<file path="config.mk">
export PLATFORM = sky130hd
export DESIGN_NAME = cm3_channel
export DESIGN_NICKNAME = d
export VERILOG_FILES = /design/src/cm3_channel_top_note.sv /design/src/cm3_pkg.sv /design/src/cm3_timer.sv /design/src/cm3_channel.sv
export SDC_FILE = /design/constraint.sdc
export NUM_CORES = 1
export LEC_CHECK = 0
export BUFFER_PORTS_ARGS = -buffer_cell sky130_fd_sc_hd__buf_2
export CAP_MARGIN = 10
export CORE_MARGIN = 1.5
export CORE_UTILIZATION = 63
export CTS_CLUSTER_DIAMETER = 150
export CTS_CLUSTER_SIZE = 40
export DETAILED_ROUTE_END_ITERATION = 16
export PLACE_DENSITY_LB_ADDON = 0.15
export REMOVE_ABC_BUFFERS = 1
export SYNTH_ARGS = -nofsm -noshare
export SYNTH_HDL_FRONTEND = slang
export SYNTH_HIERARCHICAL = 1
export SYNTH_SLANG_ARGS = --single-unit
</file>
<file path="constraint.sdc">
create_clock -name sys_clk -period 2.7 [get_ports sys_clk]
set_input_delay 0.405 -clock sys_clk [delete_from_list [all_inputs] [get_ports sys_clk]]
set_output_delay 0.405 -clock sys_clk [all_outputs]
set_load 0.01 [all_outputs]
</file>
<file path="src/cm3_channel_top_note.sv">
`timescale 1ns/1ps

</file>
<file path="src/cm3_pkg.sv">
// Purpose: shared constants and types for the compare mode 3 channel
// Assumes: 16-bit timer, single clock domain
// Notes: none
`default_nettype none
package cm3_pkg;
   localparam int unsigned CM3_WIDTH = 16;
   localparam logic [15:0] CM3_TIMER_MAX = 16'hffff;
   localparam logic [15:0] CM3_TIMER_RESET = 16'h0000;
   localparam logic [15:0] CM3_RELOAD_RESET = 16'h0000;
   localparam logic [15:0] CM3_COMPARE_RESET = 16'h0000;
   localparam logic [1:0] CM3_MODE_RESET = 2'h0;
   localparam logic [1:0] CM3_MODE_THREE = 2'h3;
   localparam logic [1:0] CM3_DEFECT_WINDOW = 2'h2;

   typedef logic [15:0] cm3_word_t;

   typedef struct packed {
      logic timer_we;
      logic reload_we;
      logic compare_we;
      logic control_we;
      logic nop;
      cm3_word_t wdata;
   } cm3_cpu_s;

   typedef enum logic [1:0] {
      CM3_SEQ_IDLE,
      CM3_SEQ_RELOAD,
      CM3_SEQ_ARMED
   } cm3_seq_e;
endpackage : cm3_pkg
`default_nettype wire

</file>
<file path="src/cm3_timer.sv">
// Purpose: 16-bit up-counting timer with reload on overflow
// Assumes: synchronous active-high reset
// Notes: software write of the count takes priority over counting
`timescale 1ns/1ps
`default_nettype none
module cm3_timer
(
   input wire logic sys_clk,
   input wire logic reset,
   input wire logic run,
   input wire logic count_we,
   input wire logic [15:0] count_wdata,
   input wire logic [15:0] reload_value,
   output logic [15:0] count,
   output logic step,
   output logic overflow
);
   logic [15:0] count_reg;

   always_ff @(posedge sys_clk)
   begin
      if (reset)
      begin
         count_reg <= cm3_pkg::CM3_TIMER_RESET;
      end
      else if (count_we)
      begin
         count_reg <= count_wdata;
      end
      else if (run)
      begin
         if (count_reg == cm3_pkg::CM3_TIMER_MAX)
         begin
            count_reg <= reload_value;
         end
         else
         begin
            count_reg <= count_reg + 16'h0001;
         end
      end
   end

   assign count = count_reg;
   assign step = run && !count_we;
   assign overflow = step && (count_reg == cm3_pkg::CM3_TIMER_MAX);
endmodule : cm3_timer
`default_nettype wire

</file>
<file path="src/cm3_channel.sv">
// Purpose: one compare channel in compare mode 3 with its allocated timer
// Assumes: cpu writes arrive as one-cycle strobes; nop marks an idle instruction slot
// Notes: models the preload defect of timers 0, 1, 7 and 8 behind HAS_DEFECT
//
// How it works
// - in mode 3 the pin goes high when timer equals compare value
// - on overflow the timer reloads and the pin goes low
// - reload equal to compare at overflow leaves pin unchanged
// - reload and timer writes of the compare value, then control, back to back keep the output low
`timescale 1ns/1ps
`default_nettype none
module cm3_channel
#(
   parameter bit HAS_DEFECT = 1'b1
)
(
   input wire logic sys_clk,
   input wire logic reset,
   input wire cm3_pkg::cm3_cpu_s cpu,
   input wire logic [1:0] channel_mode,
   output logic [15:0] timer_count,
   output logic compare_out,
   output logic output_blocked
);
   logic [15:0] timer_reload_value_reg;
   logic [15:0] channel_compare_value_reg;
   logic timer_run_reg;
   logic compare_out_reg;
   logic compare_out_next;
   logic blocked_reg;
   logic [15:0] count_reg;
   logic [15:0] count_now;
   logic step;
   logic overflow;
   logic match;
   logic mode3;
   logic load_match_reg;
   logic defect_hit;
   cm3_pkg::cm3_seq_e seq_reg;

   cm3_timer u_timer
   (
      .sys_clk(sys_clk),
      .reset(reset),
      .run(timer_run_reg),
      .count_we(cpu.timer_we),
      .count_wdata(cpu.wdata),
      .reload_value(timer_reload_value_reg),
      .count(count_now),
      .step(step),
      .overflow(overflow)
   );

   assign mode3 = (channel_mode == cm3_pkg::CM3_MODE_THREE);
   // match is checked on the value reached by an increment
   assign match = step && !overflow
      && ((count_now + 16'h0001) == channel_compare_value_reg);
   // control write straight after the armed sequence hits the defect
   assign defect_hit = HAS_DEFECT && cpu.control_we
      && (seq_reg == cm3_pkg::CM3_SEQ_ARMED);

   // a timer load with the compare value is a match seen one slot later
   always_ff @(posedge sys_clk)
   begin
      if (reset)
      begin
         load_match_reg <= 1'b0;
      end
      else
      begin
         load_match_reg <= cpu.timer_we && (cpu.wdata == channel_compare_value_reg);
      end
   end

   always_ff @(posedge sys_clk)
   begin
      if (reset)
      begin
         timer_reload_value_reg <= cm3_pkg::CM3_RELOAD_RESET;
         channel_compare_value_reg <= cm3_pkg::CM3_COMPARE_RESET;
      end
      else
      begin
         if (cpu.reload_we)
         begin
            timer_reload_value_reg <= cpu.wdata;
         end
         if (cpu.compare_we)
         begin
            channel_compare_value_reg <= cpu.wdata;
         end
      end
   end

   // pair control write starts the timer
   always_ff @(posedge sys_clk)
   begin
      if (reset)
      begin
         timer_run_reg <= 1'b0;
      end
      else if (cpu.control_we)
      begin
         timer_run_reg <= 1'b1;
      end
   end

   // defect detector: reload then timer write with compare value, then control at once
   always_ff @(posedge sys_clk)
   begin
      if (reset)
      begin
         seq_reg <= cm3_pkg::CM3_SEQ_IDLE;
      end
      else
      begin
         case (seq_reg)
            cm3_pkg::CM3_SEQ_IDLE:
            begin
               if (cpu.reload_we && cpu.wdata == channel_compare_value_reg)
               begin
                  seq_reg <= cm3_pkg::CM3_SEQ_RELOAD;
               end
            end
            cm3_pkg::CM3_SEQ_RELOAD:
            begin
               // timer first or a different value does not arm the defect
               if (cpu.timer_we && cpu.wdata == channel_compare_value_reg)
               begin
                  seq_reg <= cm3_pkg::CM3_SEQ_ARMED;
               end
               else if (cpu.reload_we && cpu.wdata == channel_compare_value_reg)
               begin
                  seq_reg <= cm3_pkg::CM3_SEQ_RELOAD;
               end
               else
               begin
                  seq_reg <= cm3_pkg::CM3_SEQ_IDLE;
               end
            end
            cm3_pkg::CM3_SEQ_ARMED:
            begin
               // any slot other than the control write, such as a nop, disarms
               seq_reg <= cm3_pkg::CM3_SEQ_IDLE;
            end
            default:
            begin
               seq_reg <= cm3_pkg::CM3_SEQ_IDLE;
            end
         endcase
      end
   end

   always_ff @(posedge sys_clk)
   begin
      if (reset)
      begin
         blocked_reg <= 1'b0;
      end
      else if (defect_hit)
      begin
         blocked_reg <= 1'b1;
      end
      else if (cpu.reload_we || cpu.timer_we || !mode3)
      begin
         blocked_reg <= 1'b0;
      end
   end

   always_comb
   begin
      compare_out_next = compare_out_reg;
      if (!mode3)
      begin
         compare_out_next = 1'b0;
      end
      else if (overflow)
      begin
         if (timer_reload_value_reg != channel_compare_value_reg)
         begin
            compare_out_next = 1'b0;
         end
         // equal values: overflow and match cancel, level held
      end
      else if ((match || load_match_reg) && !blocked_reg && !defect_hit)
      begin
         compare_out_next = 1'b1;
      end
   end

   always_ff @(posedge sys_clk)
   begin
      if (reset)
      begin
         compare_out_reg <= 1'b0;
         count_reg <= cm3_pkg::CM3_TIMER_RESET;
      end
      else
      begin
         compare_out_reg <= compare_out_next;
         count_reg <= count_now;
      end
   end

   assign compare_out = compare_out_reg;
   assign output_blocked = blocked_reg;
   assign timer_count = count_reg;

   a_match_sets_pin: assert property (@(posedge sys_clk) disable iff (reset)
      mode3 && match && !blocked_reg && !defect_hit && !overflow |=> compare_out_reg)
      else $error("pin not set on compare match");

   a_load_match_sets: assert property (@(posedge sys_clk) disable iff (reset)
      mode3 && load_match_reg && !blocked_reg && !defect_hit && !overflow |=> compare_out_reg)
      else $error("pin not set after timer load with compare value");

   a_overflow_clears_pin: assert property (@(posedge sys_clk) disable iff (reset)
      mode3 && overflow && timer_reload_value_reg != channel_compare_value_reg
      |=> !compare_out_reg && count_now == $past(timer_reload_value_reg))
      else $error("overflow did not reload and clear pin");

   a_equal_reload_holds: assert property (@(posedge sys_clk) disable iff (reset)
      mode3 && overflow && timer_reload_value_reg == channel_compare_value_reg
      |=> $stable(compare_out_reg))
      else $error("pin changed with equal reload and compare");

   a_defect_keeps_low: assert property (@(posedge sys_clk) disable iff (reset)
      blocked_reg && !compare_out_reg && mode3 && !cpu.reload_we && !cpu.timer_we
      |=> !compare_out_reg)
      else $error("blocked output went high");

   a_defect_blocks_load: assert property (@(posedge sys_clk) disable iff (reset)
      mode3 && defect_hit && !compare_out_reg |=> !compare_out_reg && blocked_reg)
      else $error("defect sequence did not keep pin low");

   a_timer_increments: assert property (@(posedge sys_clk) disable iff (reset)
      step && !overflow |=> count_now == $past(count_now) + 16'h0001)
      else $error("timer did not increment");

   a_wrap_overflow: assert property (@(posedge sys_clk) disable iff (reset)
      step && count_now == cm3_pkg::CM3_TIMER_MAX |-> overflow)
      else $error("wrap without overflow");

   a_nop_disarms: assert property (@(posedge sys_clk) disable iff (reset)
      seq_reg == cm3_pkg::CM3_SEQ_ARMED && !cpu.control_we ##1 cpu.control_we
      |=> $stable(blocked_reg) || !blocked_reg)
      else $error("defect armed after intervening slot");

   a_timer_first_safe: assert property (@(posedge sys_clk) disable iff (reset)
      seq_reg == cm3_pkg::CM3_SEQ_IDLE && cpu.timer_we |=> seq_reg != cm3_pkg::CM3_SEQ_ARMED)
      else $error("timer-first order armed defect");
endmodule : cm3_channel
`default_nettype wire

</file>
Yosys cells after proc, flatten, opt, wreduce, memory -nomap -nowiden
Index checks and enable logic that the tools add are counted.
- muxes and demuxes: 12
- add/subtract/negate cells: 1
- reductions and logical operators: 23
- equality and inequality tests: 9
- bitwise gates (word level): 1
- operators with widths (cell ; number):
    2-to-1 mux 16 bit ; 3
    == test 16 bit ; 2
    adder 16 x 1 -> 16 bit (second input constant) ; 1
    == test 16 bit (second input constant) ; 1
    != test 16 bit ; 1
    logical AND 1 bit ; 9
    2-to-1 mux 1 bit ; 6
    nonzero test 2 bit ; 3
    zero test 1 bit ; 5
    == test 2 bit (second input constant) ; 2
    2-to-1 mux 2 bit ; 2
    one-hot mux 2 bit (2 select lines) ; 1
    logical OR 1 bit ; 3
    == test 2 x 1 -> 1 bit (second input constant) ; 1
    zero test 2 bit ; 1
    != test 2 x 1 -> 1 bit (second input constant) ; 1
    != test 2 bit (second input constant) ; 1
    AND reduction 2 bit ; 1
    OR reduction 2 bit ; 1
    NOT 1 bit ; 1
- output and inout port bits: 18
- word-level logic and storage cells: 55
- register bits after elaboration: 70

Logic depth before layout (Yosys ltp)
- word-level depth: 11
- gate-level depth with buffers: 9
- gate-level depth less buffers: 9

Modules after synthesis
The synthesis kept the hierarchy.
- by module, submodules not included (module ; seq. area each (µm²) ; area an instance (µm²) ; times used ; cells each):
    cm3_channel ; 1081.0 ; 2681.3 ; 1 ; 288
    cm3_timer ; 320.3 ; 1228.7 ; 1 ; 158

Least setup slack after synthesis
OpenSTA, ideal clock, no wires.
- kind: input-to-reg
- start: input cpu[20] (netlist bit)
- end: register compare_out_reg (netlist: compare_out)
- arrival time: 1.790 ns
- data required time: 2.626 ns
- stages: 9
- path slack: 0.836 ns
- setup time: 0.074 ns
- path through: clkbuf_1 > nand2b_1 > inv_1 > and3_1 > nor3b_1 > nand4_1 > a211oi_1 > nand4_1 > o21ai_0
- longest elaborated chain between the ends: 11
- elaborated cells on any way between the ends: 13
- those cells by class: eq/ne (1); mux (1); reduce/logical (11)
- RTL lines (element ; RTL line ; RTL):
    from (decl) ; cm3_channel.sv:19 ; input wire cm3_pkg::cm3_cpu_s cpu,
    zero test 1 bit (*) ; cm3_timer.sv:44 ; assign step = run && !count_we;
    logical AND 1 bit (*) ; cm3_timer.sv:44 ;
    named net step ; cm3_channel.sv:33 ; logic step;
    logical AND 1 bit (*) ; cm3_timer.sv:45 ; assign overflow = step && (count_reg == cm3_pkg::CM3_TIMER_MAX);
    named net overflow ; cm3_channel.sv:34 ; logic overflow;
    zero test 1 bit ; cm3_channel.sv:56 ; assign match = step && !overflow
    logical AND 1 bit ; cm3_channel.sv:56 ;
    logical AND 1 bit ; cm3_channel.sv:57 ; && ((count_now + 16'h0001) == channel_compare_value_reg);
    logical OR 1 bit ; cm3_channel.sv:185 ; else if ((match || load_match_reg) && !blocked_reg && !defect_hit)
    logical AND 1 bit (2 in series) ; cm3_channel.sv:185 ;
    nonzero test 2 bit (no source line) ; n/a ;
    AND reduction 2 bit (no source line) ; n/a ;
    to (signal assigned) ; cm3_channel.sv:200 ; compare_out_reg <= compare_out_next;
    to (decl) ; cm3_channel.sv:28 ; logic compare_out_reg;
Mark *: on every way through the listed nets, which the timed path passes. The rest lies on a longest branch.
A chain may end at the register's enable or synchronous reset.

Worst setup path in the final report
- start: register u_timer.count_reg[7] (netlist: u_timer/count[7])
- end: register u_timer.count_reg[3] (netlist: u_timer/count[3])
- longest elaborated chain between the ends: 4
- RTL lines (element ; RTL line ; RTL):
    from (decl) ; cm3_timer.sv:18 ; logic [15:0] count_reg;
    from (signal assigned) ; cm3_timer.sv:24 ; count_reg <= cm3_pkg::CM3_TIMER_RESET;
    from (signal assigned) ; cm3_timer.sv:28 ; count_reg <= count_wdata;
    from (signal assigned) ; cm3_timer.sv:34 ; count_reg <= reload_value;
    == test 16 bit ; cm3_timer.sv:32 ; if (count_reg == cm3_pkg::CM3_TIMER_MAX)
    2-to-1 mux 16 bit ; cm3_timer.sv:32 ;
    2-to-1 mux 16 bit ; cm3_timer.sv:30 ; else if (run)
    2-to-1 mux 16 bit ; cm3_timer.sv:26 ; else if (count_we)
Every way passes these cells. The select of a mux whose other input is x is not followed.

==> impl_metrics.py <==
metrics = {
    "run_status": {
        "status": "completed",
    },
    "die": {
        "core_sq_um": 5960,
        "ios": 43,
        "die_x_microns": 81.8,
        "start_util_pct": 65.7,
        "die_area_sq_um": 6690,
        "die_height_microns": 81.8,
        "num_rows": 28,
    },
    "clocking": {
        "cts_resized": 0,
        "root_buffer": "clkbuf_8",
        "clock-sinks": 70,
        "insertion_delay_ns": 0.34,
        "ctsHoldBuffers": 0,
        "post_cts_buffers": 0,
        "h-tree-depth": 3,
        "cts.reportedPaths.clkPinSlew_ns": 0.07,
        "cts_tree": "yes",
        "cts_made_buffers": 9,
        "clockBufferDepth": 2,
    },
    "routing": {
        "drt_iter0_markers": 323,
        "num_vias": 3453,
        "first_pass_iters": 5,
        "totalWireLength_mm": 9.88,
        "ant_nets": 0,
        "post_drt_wl_per_cell_microns": 18.0,
        "vias_per_cell": 6.28,
        "drcViolationCount": 0,
    },
    "timing": {
        "tightest_slew_ns": 0.713,
        "fin_tns_setup_ns": 0,
        "final.setup.worst_slack_ns": 0.468,
        "finalMaxSlewViolations": 0,
        "finalCriticalPeriod_ns": 2.23,
        "post-route-period-util_pct": 82.7,
        "max_freq_ghz": 0.448,
        "max-slew-margin-rel_pct": 52.3,
        "clock_skew_ns": 0.00912,
        "rsz0062_at_grt": "no",
        "finalHoldViolations": 0,
        "setup_violations": 0,
    },
    "grt": {
        "grt_start_max_net_pins": 41,
        "grt_overflow": 0,
        "grt_usage_pct": 31.4,
        "grt_pass1_vias": 3155,
        "grt_pass1_wl_mm": 15.6,
        "antenna_found_initial": 0,
    },
    "power_and_ir_drop": {
        "power_density_nw_per_um2": 524,
        "power.internal_w": 0.00159,
        "clkPwrFrac_pct": 31.9,
        "seq_power_share_pct": 52.7,
        "switching_share_pct": 28.7,
        "p_leak_nw": 1.63,
        "ir_drop_mv": 0.332,
        "p_sw_w": 0.000640,
        "combPwrFrac_pct": 15.4,
    },
    "finish": {
        "fin_util_pct": 71.6,
        "final_nets": 499,
        "num_antenna_cells": 0,
        "syn2layout_area_growth_pct": 8.99,
        "final_common_cell": "dfxtp_1",
        "drive_gt1_share_pct": 14.5,
        "fin_area_sq_um": 4260,
        "nFillCells": 507,
        "final_cell_mix": "dfxtp_1, nor2_1, buf_2, xnor2_1, mux2i_1",
        "stdcell_count": 550,
    },
    "synthesis": {
        "synth_edf_count": 0,
        "yosys.area_share.simple_pct": 24.6,
        "syn-cell-area_sq_um": 3910,
        "syn-mean-instance-area_sq_um": 8.77,
        "synth.area.mux_share_pct": 8.96,
        "synth-xor-area-share_pct": 12.3,
        "ys.flop_type": "dfxtp_1",
        "synth_top_family_by_area": "simple AND/OR/NAND/NOR gates",
        "yosysTopAreaCellShare_pct": 35.8,
        "synth_cells": 446,
        "ys_ff_latch": 70,
        "synth_warnings": 6,
        "synthArstFlopShare_pct": 0,
        "synthTopCellsByArea": "dfxtp_1, mux2i_1, xnor2_1",
        "yosysUniqueCellTypes": 57,
        "yosysTopAreaCell": "dfxtp_1",
        "ys_seq_area_share_pct": 35.8,
        "synth_compound_area_share_pct": 12.5,
        "synth_adder_area_share_pct": 0.640,
    },
    "critical_path": {
        "cpPeakStageDelay_ns": 0.77,
        "path_class": "reg2reg",
        "crit_required_ns": 2.89,
        "worst_setup_path_start_kind": "flip-flop",
        "cp.arrival_ns": 2.42,
        "worstSetupEndpointType": "flip-flop",
        "cp_cell_sequence": "nand4_1 -> or4_1 -> nor2_1 -> o32ai_1",
        "r2r_cells": 4,
        "cp_slowest_cell": "or4_1",
        "worst-path-max-fanout": 18,
        "worst-r2r-setup-slack_ns": 0.47,
        "endpoint": "u_timer/count[3]$_SDFFE_PP0P_",
        "r2r-end": "u_timer/count[3]$_SDFFE_PP0P_",
        "r2r_start": "u_timer/count[7]$_SDFFE_PP0P_",
        "crit_start": "u_timer/count[7]$_SDFFE_PP0P_",
    },
    "placement": {
        "routabilityCongestion": 0.932,
        "io_buffers": 41,
        "dp.cells": 536,
        "placed_area_sq_um": 4110,
        "place_hpwl_mm": 6.71,
        "post-place-ws_ns": 0.539,
    },
    "job": {
        "max-cap-violations": 0,
    },
    "min_path": {
        "hold_class": "in2reg",
    },
}
-- cells in the mapped netlist, types with 2 or more instances --
cell type / n
nor2b_1: 16
xnor2_1: 36
mux2i_1: 35
a211oi_1: 3
nand3b_1: 2
dfxtp_1: 70
o32ai_1: 3
xor2_1: 19
a2111oi_0: 2
a311oi_1: 2
o21ai_1: 6
clkbuf_1: 15
clkbuf_2: 2
o31a_1: 2
nand4_1: 18
and3_1: 2
inv_1: 10
nor2_1: 47
o21ai_0: 7
nand2_1: 10
a31oi_1: 6
nor3b_1: 14
nand4b_1: 2
nor4_1: 8
buf_4: 2
a21oi_1: 17
nand2b_1: 2
o22ai_1: 11
or3_1: 2
and4_1: 4
ha_1: 2
buf_2: 14
nor3_1: 19
o21a_1: 3
nand3_1: 11
-- critical path: cells and delay by family, from the launching register on --
kind / cells / cell delay (ns)
compound gates: 1 / 0.09
flops: 1 / 0.69
simple gates: 3 / 1.30
-- area by class of cell --
type	instances	area [sq um]	area share, %
inverters	10	37.5	0.881
repair buffers	49	265	6.22
well taps	75	93.8	2.20
clock inverters	2	10.0	0.235
multi-input cells	332	2310	54.2
clock buffers	12	145	3.41
flip-flops and latches	70	1400	32.9
-- worst min path at each step --
stage                                      end  depth (start not counted)               startpoint
CTS                 timer_run_reg$_SDFFE_PP0P_                          3                  cpu[17]
floorplan              seq_reg[0]$_SDFFE_PP0P_                          1  seq_reg[1]$_SDFFE_PP0P_
finish              timer_run_reg$_SDFFE_PP0P_                          3                  cpu[17]
detailed placement     seq_reg[0]$_SDFFE_PP0P_                          1  seq_reg[1]$_SDFFE_PP0P_
global placement       seq_reg[0]$_SDFFE_PP0P_                          1  seq_reg[1]$_SDFFE_PP0P_
global route        timer_run_reg$_SDFFE_PP0P_                          3                  cpu[17]
-- through the flow --
step                total power [W]  hold slack (ns)
finish                      0.00223            0.307
global route                0.00233            0.333
CTS                         0.00224            0.295
detailed placement          0.00154            0.450
global placement            0.00153            0.430
floorplan                   0.00139            0.421
-- kinds of logic after synthesis --
group | Yosys count
XOR/XNOR | 55
buffers and inverters | 44
AND/OR/NAND/NOR | 167
adder cells (fa/ha/maj) | 2
AO/OA/AOI/OAI | 73
multiplexers | 35
flip-flops | 70
-- per-layer routing --
layer  up-vias  routed length, microns  global-route usage, %
li1       1656                       -                      -
met1      1641                    4410                   41.3
met2       135                    4600                   49.3
met3        21                     617                   6.11
met4         0                     261                   14.4
met5         -                       0                      0
-- power by group through the flow --
stage	clock network [W]	logic, W	registers [W]
finish	0.000712	0.000344	0.00118
global route	0.000767	0.000377	0.00119
CTS	0.000723	0.000341	0.00117
detailed placement	0	0.000338	0.00120
global placement	0	0.000332	0.00119
floorplan	0	0.000200	0.00119
(Power assumes the default switching activity.)
